<file path="config.mk">
export PLATFORM = sky130hd
export DESIGN_NAME = pcs_regs
export DESIGN_NICKNAME = d
export VERILOG_FILES = /design/src/hw/pcs_pkg.sv /design/src/hw/pcs_regs.sv /design/src/hw/pcs_sync.sv /design/src/hw/pcs_tally.sv
export VERILOG_INCLUDE_DIRS = /design/src /design/src/hw
export SDC_FILE = /design/constraint.sdc
export NUM_CORES = 1
export LEC_CHECK = 0
export BUFFER_PORTS_ARGS = -buffer_cell sky130_fd_sc_hd__buf_2
export CELL_PAD_IN_SITES_DETAIL_PLACEMENT = 0
export CELL_PAD_IN_SITES_GLOBAL_PLACEMENT = 1
export CORE_AREA = 2 2 112 87
export DETAILED_ROUTE_END_ITERATION = 12
export DIE_AREA = 0 0 114 89
export PLACE_DENSITY_LB_ADDON = 0.1
export SYNTH_ARGS = -nofsm -noshare
export SYNTH_HDL_FRONTEND = slang
export SYNTH_HIERARCHICAL = 1
export SYNTH_SLANG_ARGS = --single-unit
</file>
<file path="constraint.sdc">
create_clock -name mclk -period 3.5 [get_ports mclk]
set_input_delay 0.35 -clock mclk [delete_from_list [all_inputs] [get_ports mclk]]
set_output_delay 0.35 -clock mclk [all_outputs]
set_load 0.02 [all_outputs]
</file>
<file path="src/hw/pcs_regs_map.svh">
`ifndef PCS_REGS_MAP_SVH
`define PCS_REGS_MAP_SVH

// register offsets, normal space
`define PCS_ADDR_PERF_FIRST 8'h49
`define PCS_ADDR_PERF_LAST 8'h4f
`define PCS_ADDR_CRC_LOW 8'h4c
`define PCS_ADDR_CRC_HIGH 8'h4d
`define PCS_ADDR_VIOL_LOW 8'h4e
`define PCS_ADDR_VIOL_HIGH 8'h4f
`define PCS_ADDR_SLICER_CFG 8'h5c
`define PCS_ADDR_SQUELCH_IRQ 8'h5d

// test space occupies the upper half
`define PCS_TEST_SPACE_BIT 7
`define PCS_ADDR_TEST_CTRL 8'h80
`define PCS_ADDR_TEST_IO 8'h81

// field positions
`define PCS_BIT_THRESHOLD_SEL 0
`define PCS_BIT_SQUELCH_ENABLE 0
`define PCS_BIT_SQUELCH_FLAG 1
`define PCS_BIT_SQUELCH_STATE 2
`define PCS_BIT_TEST_MODE0 0
`define PCS_BIT_FORCE_IRQ 0
`define PCS_BIT_FORCE_THRESHOLD 1

// reset values
`define PCS_RST_THRESHOLD_SEL 1'b0
`define PCS_RST_SQUELCH_ENABLE 1'b0
`define PCS_RST_TEST_MODE0 1'b0

// counter widths and timing
`define PCS_CRC_WIDTH 10
`define PCS_VIOL_WIDTH 13
`define PCS_LATCH_MAX_CYCLES 27

`endif

</file>
<file path="src/hw/pcs_pkg.sv">
package pcs_pkg;

  typedef struct packed {
    logic cs;
    logic rd;
    logic wr;
    logic [7:0] addr;
    logic [7:0] data;
  } pcs_bus_type;

  typedef enum logic [1:0] {
    BUS_IDLE,
    BUS_READ,
    BUS_WRITE,
    BUS_HIZ
  } pcs_bus_state_type;

endpackage : pcs_pkg

</file>
<file path="src/hw/pcs_regs.sv">
`timescale 1ns/1ps
`include "pcs_regs_map.svh"

// Summary of operation
// RL1 - crc error tally held as read-only low and high bytes
// RL2 - crc errors not counted while multiframe alignment is lost
// RL3 - 13-bit line violation tally, low byte and high bits 12 to 8
// RL4 - threshold select 0 at reset selects two-thirds slicer threshold
// RL5 - threshold select 1 selects half-amplitude slicer threshold
// RL6 - read-only squelch state bit shows present alarm state
// RL7 - squelch event flag set on every alarm change
// RL8 - reading squelch enable/status register clears the event flag
// RL9 - enabled squelch events drive the active-low interrupt pin
// RL10 - squelch interrupt enable resets to 0
// RL11 - chip select, read and write together float all outputs; only data_oe and irq_oe drop, threshold_select stays driven
// RL12 - test registers live in the upper half of address space
// RL13 - test mode 0 reads input levels and forces outputs
// RL14 - writes to unused bits ignored, those bits read as zero
// RL15 - host masks unused bits in every read value
// RL16 - writable test force bits are not initialised by reset
// RL17 - write to any counter address latches and clears all counters
// RL18 - holding registers loaded within 27 clocks of latch write
// RL19 - squelch request active exactly while flag and enable both set
module pcs_regs (
  input wire logic mclk,
  input wire logic rst,
  input wire logic chip_select_n,
  input wire logic read_strobe_n,
  input wire logic write_strobe_n,
  input wire logic [7:0] addr,
  input wire logic [7:0] data_in,
  output logic [7:0] data_out,
  output logic data_oe,
  output logic irq_out_n,
  output logic irq_oe,
  input wire logic crc_error_event,
  input wire logic line_violation_event,
  input wire logic multiframe_out_of_alignment,
  input wire logic squelch_alarm,
  output logic threshold_select,
  output logic squelch_irq_req
);
  import pcs_pkg::*;

  ////////////////////////////////////////////////////////////////////////////
  // pin synchronisers

  pcs_bus_type bus_raw;
  pcs_bus_type bus;
  logic squelch_now;
  logic squelch_prev;

  assign bus_raw = '{cs: ~chip_select_n, rd: ~read_strobe_n, wr: ~write_strobe_n,
                     addr: addr, data: data_in};

  // address and data share the strobes' latency, so they line up again
  pcs_sync #(.WIDTH($bits(pcs_bus_type))) bus_sync_u (
    .mclk(mclk),
    .rst(rst),
    .d(bus_raw),
    .q(bus)
  );

  pcs_sync #(.WIDTH(1)) squelch_sync_u (
    .mclk(mclk),
    .rst(rst),
    .d(squelch_alarm),
    .q(squelch_now)
  );

  ////////////////////////////////////////////////////////////////////////////
  // bus cycle tracking

  pcs_bus_state_type state;
  pcs_bus_state_type next_state;
  logic hiz_all;
  logic read_take;
  logic write_take;
  logic is_test_addr;

  assign hiz_all = bus.cs & bus.rd & bus.wr; // RL11
  assign is_test_addr = bus.addr[`PCS_TEST_SPACE_BIT]; // RL12

  always_comb begin
    next_state = state;
    unique case (state)
      BUS_IDLE: begin
        if (hiz_all) next_state = BUS_HIZ;
        else if (bus.cs & bus.rd) next_state = BUS_READ;
        else if (bus.cs & bus.wr) next_state = BUS_WRITE;
      end
      BUS_READ: begin
        if (hiz_all) next_state = BUS_HIZ;
        else if (!(bus.cs & bus.rd)) next_state = BUS_IDLE;
      end
      BUS_WRITE: begin
        if (hiz_all) next_state = BUS_HIZ;
        else if (!(bus.cs & bus.wr)) next_state = BUS_IDLE;
      end
      BUS_HIZ: begin
        if (!bus.cs) next_state = BUS_IDLE;
      end
    endcase
  end

  // each access acts once, on entry, however long the strobe is held
  assign read_take = (state == BUS_IDLE) && (next_state == BUS_READ);
  assign write_take = (state == BUS_IDLE) && (next_state == BUS_WRITE);

  always_ff @(posedge mclk or posedge rst) begin
    if (rst) state <= BUS_IDLE;
    else state <= next_state;
  end

  ////////////////////////////////////////////////////////////////////////////
  // performance counters

  logic perf_write;
  logic latch_pulse;
  logic [`PCS_CRC_WIDTH-1:0] crc_count;
  logic [`PCS_CRC_WIDTH-1:0] crc_hold;
  logic [`PCS_VIOL_WIDTH-1:0] viol_count;
  logic [`PCS_VIOL_WIDTH-1:0] viol_hold;

  assign perf_write = write_take && bus.addr >= `PCS_ADDR_PERF_FIRST
                      && bus.addr <= `PCS_ADDR_PERF_LAST; // RL17

  always_ff @(posedge mclk or posedge rst) begin
    if (rst) latch_pulse <= 1'b0;
    else latch_pulse <= perf_write; // RL18
  end

  pcs_tally #(.WIDTH(`PCS_CRC_WIDTH)) crc_u (
    .mclk(mclk),
    .rst(rst),
    .event_in(crc_error_event),
    .inhibit(multiframe_out_of_alignment), // RL2
    .latch(latch_pulse), // RL17
    .count(crc_count),
    .hold(crc_hold)
  );

  pcs_tally #(.WIDTH(`PCS_VIOL_WIDTH)) viol_u (
    .mclk(mclk),
    .rst(rst),
    .event_in(line_violation_event),
    .inhibit(1'b0),
    .latch(latch_pulse), // RL17
    .count(viol_count),
    .hold(viol_hold)
  );

  ////////////////////////////////////////////////////////////////////////////
  // control and status registers

  logic threshold_bit;
  logic squelch_flag;
  logic squelch_en;
  logic test_mode0;
  logic [1:0] force_val;
  logic next_squelch_flag;
  logic next_squelch_en;
  logic next_req;
  logic squelch_change;
  logic squelch_read_clear;

  assign squelch_change = squelch_now ^ squelch_prev; // RL7
  assign squelch_read_clear = read_take && bus.addr == `PCS_ADDR_SQUELCH_IRQ; // RL8
  // a change in the clearing cycle wins so no edge is lost
  assign next_squelch_flag = squelch_change | (squelch_flag & ~squelch_read_clear); // RL7 RL8
  assign next_squelch_en = (write_take && bus.addr == `PCS_ADDR_SQUELCH_IRQ) ?
                           bus.data[`PCS_BIT_SQUELCH_ENABLE] : squelch_en;
  assign next_req = next_squelch_flag & next_squelch_en; // RL19

  always_ff @(posedge mclk or posedge rst) begin
    if (rst) begin
      threshold_bit <= `PCS_RST_THRESHOLD_SEL; // RL4
      squelch_en <= `PCS_RST_SQUELCH_ENABLE; // RL10
      squelch_flag <= 1'b0;
      squelch_prev <= 1'b0;
      test_mode0 <= `PCS_RST_TEST_MODE0;
    end else begin
      squelch_prev <= squelch_now;
      squelch_flag <= next_squelch_flag;
      squelch_en <= next_squelch_en;
      // only bit 0 of each control byte is stored, the rest are dropped
      if (write_take && bus.addr == `PCS_ADDR_SLICER_CFG) begin
        threshold_bit <= bus.data[`PCS_BIT_THRESHOLD_SEL]; // RL14
      end
      if (write_take && is_test_addr && bus.addr == `PCS_ADDR_TEST_CTRL) begin
        test_mode0 <= bus.data[`PCS_BIT_TEST_MODE0]; // RL13
      end
    end
  end

  // force bits have no reset, software must load them before test mode
  always_ff @(posedge mclk) begin
    if (write_take && is_test_addr && bus.addr == `PCS_ADDR_TEST_IO) begin
      force_val <= bus.data[1:0]; // RL16
    end
  end

  ////////////////////////////////////////////////////////////////////////////
  // read data

  logic [7:0] read_data;
  logic [7:0] test_levels;

  assign test_levels = {4'h0, multiframe_out_of_alignment, line_violation_event,
                        crc_error_event, squelch_now};

  always_comb begin
    read_data = 8'h00; // RL14
    unique case (bus.addr)
      `PCS_ADDR_CRC_LOW: read_data = crc_hold[7:0]; // RL1
      `PCS_ADDR_CRC_HIGH: read_data = {6'h00, crc_hold[9:8]}; // RL1
      `PCS_ADDR_VIOL_LOW: read_data = viol_hold[7:0]; // RL3
      `PCS_ADDR_VIOL_HIGH: read_data = {3'h0, viol_hold[12:8]}; // RL3
      `PCS_ADDR_SLICER_CFG: read_data = {7'h00, threshold_bit};
      `PCS_ADDR_SQUELCH_IRQ: read_data = {5'h00, squelch_now, squelch_flag, squelch_en}; // RL6
      `PCS_ADDR_TEST_CTRL: read_data = {7'h00, test_mode0};
      // levels of the inputs are only visible in test mode 0
      `PCS_ADDR_TEST_IO: read_data = test_mode0 ? test_levels : {6'h00, force_val}; // RL13
      default: read_data = 8'h00;
    endcase
  end

  ////////////////////////////////////////////////////////////////////////////
  // output flops

  always_ff @(posedge mclk or posedge rst) begin
    if (rst) begin
      data_out <= 8'h00;
      data_oe <= 1'b0;
      irq_out_n <= 1'b1;
      irq_oe <= 1'b0;
      threshold_select <= 1'b0;
      squelch_irq_req <= 1'b0;
    end else begin
      if (read_take) data_out <= read_data;
      data_oe <= (next_state == BUS_READ); // RL11
      squelch_irq_req <= next_req; // RL19
      if (test_mode0) begin
        irq_out_n <= ~force_val[`PCS_BIT_FORCE_IRQ]; // RL13
        threshold_select <= force_val[`PCS_BIT_FORCE_THRESHOLD]; // RL13
      end else begin
        irq_out_n <= ~next_req; // RL9
        threshold_select <= threshold_bit; // RL4 RL5
      end
      // open drain: driven only while pulled low and not floated
      irq_oe <= (next_state != BUS_HIZ) &
                (test_mode0 ? force_val[`PCS_BIT_FORCE_IRQ] : next_req); // RL11
    end
  end
endmodule : pcs_regs

</file>
<file path="src/hw/pcs_sync.sv">
`timescale 1ns/1ps

module pcs_sync #(
  parameter int WIDTH = 1
) (
  input wire logic mclk,
  input wire logic rst,
  input wire logic [WIDTH-1:0] d,
  output logic [WIDTH-1:0] q
);

  logic [WIDTH-1:0] meta;

  // meta is read only by the second stage
  always_ff @(posedge mclk or posedge rst) begin
    if (rst) begin
      meta <= '0;
      q <= '0;
    end else begin
      meta <= d;
      q <= meta;
    end
  end

endmodule : pcs_sync

</file>
<file path="src/hw/pcs_tally.sv">
`timescale 1ns/1ps

module pcs_tally #(
  parameter int WIDTH = 8
) (
  input wire logic mclk,
  input wire logic rst,
  input wire logic event_in,
  input wire logic inhibit,
  input wire logic latch,
  output logic [WIDTH-1:0] count,
  output logic [WIDTH-1:0] hold
);

  logic counted;
  logic [WIDTH-1:0] sum;

  assign counted = event_in & ~inhibit;
  // saturate rather than wrap so a long interval never reads small
  assign sum = (&count) ? count : count + WIDTH'(counted);

  // the event of the latch cycle goes into the held value, none is lost
  always_ff @(posedge mclk or posedge rst) begin
    if (rst) begin
      count <= '0;
      hold <= '0;
    end else if (latch) begin
      hold <= sum;
      count <= '0;
    end else begin
      count <= sum;
    end
  end

endmodule : pcs_tally

</file>
# Word level (Yosys, flattened, before mapping)
# Index checks and enable logic that the tools add are counted.
[word_totals] register_bits=109 latchBits=0 ram_bits=0 rom_bits=0 out_inout_bits=13 mem_count=0
[op_classes] addsub=2 mul=0 div_mod_pow=0 n_lt_le_gt_ge=2 n_eq_ne=14 shifts=0 n_mux=19 bitwise_logic=16 reduce_logical=13
[ops] cell="case mux 8 bit (8 select lines)" count=1
[ops] cell="equality test 8 x 7 -> 1 bit (second input constant)" count=6
[ops] cell="two-way mux 13 bit" count=2
[ops] cell="two-way mux 10 bit" count=2
[ops] cell="equality test 8 bit (second input constant)" count=2
[ops] cell="two-way mux 2 bit" count=8
[ops] cell="adder 13 x 1 -> 13 bit" count=1
[ops] cell="AND reduction 13 bit" count=1
[ops] cell="adder 10 x 1 -> 10 bit" count=1
[ops] cell="logical AND 1 bit" count=10
[ops] cell="AND reduction 10 bit" count=1
[ops] cell=">= comparator 8 x 7 -> 1 bit (second input constant)" count=1
[ops] cell="less-or-equal comparator 8 x 7 -> 1 bit (second input constant)" count=1
[ops] cell="case mux 2 bit (4 select lines)" count=1
[ops] cell="bitwise AND 1 bit" count=7
[ops] cell="inverter 1 bit" count=7
[ops] cell="equality test 2 bit (second input constant)" count=3
[ops] cell="equality test 2 x 1 -> 1 bit (second input constant)" count=2
[ops] cell="two-way mux 1 bit" count=4
[ops] cell="two-way mux 4 bit" count=1
[ops] cell="logical NOT 2 bit" count=1
[ops] cell="inequality test 2 bit (second input constant)" count=1
[ops] cell="OR 1 bit" count=1
[ops] cell="XOR 1 bit" count=1

# Depth between registers and ports, before layout
[logic_depth] ltp_word=14 depth_mapped=7

# Cells and area by module
# The synthesis kept the hierarchy.
[modules_own_cells] mod="pcs_regs" n_inst=1 cells_per_inst=136 area_per_inst_um2=1326.3 seq_area_each_um2=586.8
[modules_own_cells] mod="pcs_tally at viol_u" n_inst=1 cells_per_inst=121 area_per_inst_um2=1229.9 seq_area_each_um2=650.6
[modules_own_cells] mod="pcs_sync at bus_sync_u" n_inst=1 cells_per_inst=39 area_per_inst_um2=954.7 seq_area_each_um2=950.9
[modules_own_cells] mod="pcs_tally at crc_u" n_inst=1 cells_per_inst=92 area_per_inst_um2=908.4 seq_area_each_um2=500.5
[modules_own_cells] mod="pcs_sync at squelch_sync_u" n_inst=1 cells_per_inst=3 area_per_inst_um2=53.8 seq_area_each_um2=50.0

# Worst setup path after synthesis
# Ideal clock, no wire load.
[synth_timing] path_type="input to register" startpoint="in line_violation_event" endpoint="reg viol_u.hold[10]" setup_ns=0.082 t_arrival_ns=1.736 setup_slack_ns=1.682 cell_stages=7 n_path_buf=0 cell_sequence="nor2b_1 -> ha_1 -> ha_1 -> nand3_1 -> or2_1 -> or4_4 -> a31oi_1"
[synth_via] elab_chain_len=2
[synth_rtl] item="from (decl)" line_no="pcs_regs.sv:37" source="input wire logic line_violation_event,"
[synth_rtl] item="adder 13 x 1 -> 13 bit" line_no="pcs_tally.sv:20" source="assign sum = (&count) ? count : count + WIDTH'(counted);"
[synth_rtl] item="two-way mux 13 bit" line_no="pcs_tally.sv:20"
[synth_rtl] item="to (signal assigned)" line_no="pcs_tally.sv:28" source="hold <= sum;"
[synth_rtl] item="to (decl)" line_no="pcs_tally.sv:12" source="output logic [WIDTH-1:0] hold"
# Every way passes these cells.
# A chain may end at the register's enable or synchronous reset.

# Worst setup path after layout
[layout_timing] startpoint="reg bus_sync_u.q[8]" endpoint="reg irq_oe"
[layout_via] elab_chain_len=8 elab_cells_between_ends=10
[layout_rtl] item="from (decl)" line_no="pcs_sync.sv:9" source="output logic [WIDTH-1:0] q"
[layout_rtl] item="from (signal assigned)" line_no="pcs_sync.sv:21" source="q <= meta;"
[layout_rtl] item="equality test 8 x 7 -> 1 bit *"
[layout_rtl] item="logical AND 1 bit (no source line)"
[layout_rtl] item="inverter 1 bit" line_no="pcs_regs.sv:170" source="assign next_squelch_flag = squelch_change | (squelch_flag & ~squelch_read_clear);"
[layout_rtl] item="bitwise AND 1 bit" line_no="pcs_regs.sv:170"
[layout_rtl] item="OR 1 bit" line_no="pcs_regs.sv:170"
[layout_rtl] item="bitwise AND 1 bit *" line_no="pcs_regs.sv:173" source="assign next_req = next_squelch_flag & next_squelch_en;"
[layout_rtl] item="two-way mux 1 bit *" line_no="pcs_regs.sv:252" source="(test_mode0 ? force_val[`PCS_BIT_FORCE_IRQ] : next_req);"
[layout_rtl] item="bitwise AND 1 bit *" line_no="pcs_regs.sv:251" source="irq_oe <= (next_state != BUS_HIZ) &"
[layout_rtl] item="to (signal assigned)" line_no="pcs_regs.sv:251"
[layout_rtl] item="to (decl)" line_no="pcs_regs.sv:35" source="output logic irq_oe,"
# Mark *: on every way between the ends. The rest lies on a longest branch, timed or not.

==> flow_summary.yaml <==
hold_path:
  min_path_cells: 1
  min_from: "squelch_alarm"
  min_path_type: "input port to flop"
  holdPathEnd: "squelch_sync_u/meta"
worst_setup_path:
  critPathArrivalTime_ns: 2.48
  slowest_delay_ns: 0.93
  reg2reg_from: "bus_sync_u/q[8]"
  r2r-end: "irq_oe"
  critical_path.max_fanout: 23
  endpoint_kind: "flop"
  crit_type: "flop to flop"
  crit_chain: "nor4bb_4, nand4_1, mux2i_1, o31a_1, a21oi_1"
  rrSetupSlack_ns: 1.29
  cp_slowest_cell: "dfrtp_1"
  critPathLaunchType: "flop"
  crit_required_ns: 3.77
  worst_r2r_path_depth: 5
cells_and_area:
  multi_input_area_um2: 1560
  area_growth_pct: 12.0
  antenna_cells: 0
  fill_cells: 841
  seqCellArea_um2: 2440
  layout-drive-gt1-share: 0.170
  nets: 437
grt:
  grt_max_degree: 48
  grt.overflow.total: 0
  grt_pass1_wl_um: 13600
  antenna_found_initial: 0
  globalRouteTotalUtil: 0.177
  grt_pass1_vias: 2600
clocking:
  post_cts.repair.setup_buffers: 0
  cts_sinks: 97
  tritoncts: "yes"
  clk_path_buf_depth: 2
  numCtsBuffers: 9
  clkTransAtPathRegs_ns: 0.07
  htreeDepth: 3
  insertion_delay_ns: 0.34
  cts_root_buffer: "clkbuf_16"
drt:
  wl_um: 8300
  wl_per_cell_um: 15.8
  drt_iter0_markers: 220
  drt-vias-per-instance: 5.43
  vias: 2846
  firstDrtPassIters: 4
  drc_errors: 0
  drtAntennaViolNets: 0
power_and_ir_drop:
  clockPowerShare: 0.373
  switching_share: 0.275
  p_seq_frac: 0.534
  p_comb_frac: 0.094
  irDropWorstVdd_mv: 0.344
  netSwitchingPower_uw: 697
  cellInternalPower_uw: 1840
  p_per_area_nw_per_um2: 543
  cellLeakagePower_uw: 0.00208
die:
  fp.dieArea_um2: 10100
  start_util: 0.467
  io_pins: 38
  num_rows: 30
  core_um2: 8930
  die_w_um: 114
  die_y_um: 89
yosys:
  synthCells: 379
  yosys_warnings: 6
  netlist_area_um2: 4170
  syn-num-nets: 409
  avgSynthCellArea_um2: 11.0
timing:
  finClkSkew_ns: 0.00533
  fin_ws_ns: 1.29
  finalSetupTns_ns: 0
  fmax_mhz: 452
  maxSlewHeadroom: 0.349
  grt_setup_unrepaired: "no"
  fin_crit_sh: 0.632
  final_hold_viol_count: 0
  worst_slew_pin_slew_ns: 0.976
  fin_crit_ns: 2.21
  setup-violations-final: 0
  finalMaxSlewViolations: 0
place:
  place_congestion: 0.820
  post-place-ws_ns: 1.29
  dpl.hpwl_um: 5830
  portBuffers: 31
job:
  maxCapViolations: 0
status:
  status: "finished, final reports clean"
## worst max-delay path, delay by kind of cell (launching register included)
kind,cells,cell delay [ns]
flops,1,0.93
simple gates,2,0.62
compound gates,2,0.39
mux,1,0.20
## per-layer routing
metal  wire length [um]  share of wire  track usage
met1               4540           0.55        0.283
met2               3290           0.40        0.232
met3                355          0.043       0.0447
met4                112          0.013       0.0599
met5                  0              0            0
## sequential cells by signal, summed over array words and instances (netlist names)
signal,count
viol_u/count,13
irq_out_n,1
test_mode0,1
data_oe,1
squelch_prev,1
squelch_en,1
threshold_select,1
irq_oe,1
squelch_irq_req,1
state,2
data_out,8
squelch_flag,1
viol_u/hold,13
latch_pulse,1
threshold_bit,1
force_val,2
squelch_sync_u/meta,1
crc_u/count,10
squelch_sync_u/q,1
bus_sync_u/q,13
crc_u/hold,10
bus_sync_u/meta,13
## repair_timing
action | in CTS | in global routing
hold endpoints to repair | 2 | 0
hold buffers | 1 | 0
resized for setup | 0 | 0
## power groups by stage
stage                     clock network [uW]  registers, uW  logic (uW)
after floorplan                            0           1340         190
after global placement                     0           1370         233
after detailed placement                   0           1370         239
after CTS                                978           1350         241
after global routing                    1020           1370         280
final                                    946           1350         238
## layout make-up
| type | instances | share of cell area |
|---|---|---|
| flip-flops and latches | 97 | 0.522 |
| repair buffers | 33 | 0.0370 |
| clock inverters | 6 | 0.0107 |
| well taps | 112 | 0.0300 |
| inverters | 19 | 0.0153 |
| multi-input cells | 247 | 0.334 |
| clock buffers | 10 | 0.0512 |
## cells in the final DEF, fill, tap and decap left out, types with 5 or more instances in the layout
master     instances
nand2_1           26
mux2i_1           14
ha_1               5
inv_1             19
dfrtp_1           93
or3_1              6
nor3_1             7
o21ai_0           13
nor2b_1            6
nand3_1           12
o21ai_1            9
nand4_1            8
a21oi_1           21
buf_2             31
clkbuf_16          9
nor2_1            41
o31ai_1            5
a31oi_1           14
## worst max-delay path by stage
stage / from / endpoint / slack (ns)
final: bus_sync_u/q[8] / irq_oe / 1.29
after global routing: bus_sync_u/q[8] / irq_oe / 1.04
after CTS: bus_sync_u/q[8] / irq_oe / 1.26
after detailed placement: bus_sync_u/q[8] / irq_oe / 1.29
after global placement: bus_sync_u/q[8] / irq_oe / 1.31
after floorplan: line_violation_event / viol_u/hold[10] / 1.68
## stage by stage
step / hold WS, ns / cell area, um^2 / instances / total power (uW) / util
global route: 0.0970 / 4670 / 524 / 2680 / 0.523
finish: 0.109 / 4670 / 524 / 2540 / 0.523
CTS: 0.0955 / 4670 / 524 / 2570 / 0.523
global placement: 0.249 / 4370 / 507 / 1600 / 0.489
detailed placement: 0.254 / 4370 / 507 / 1610 / 0.489
floorplan: 0.0912 / 4170 / 379 / 1530 / -
Note: power is estimated with default switching activity, not from simulation.
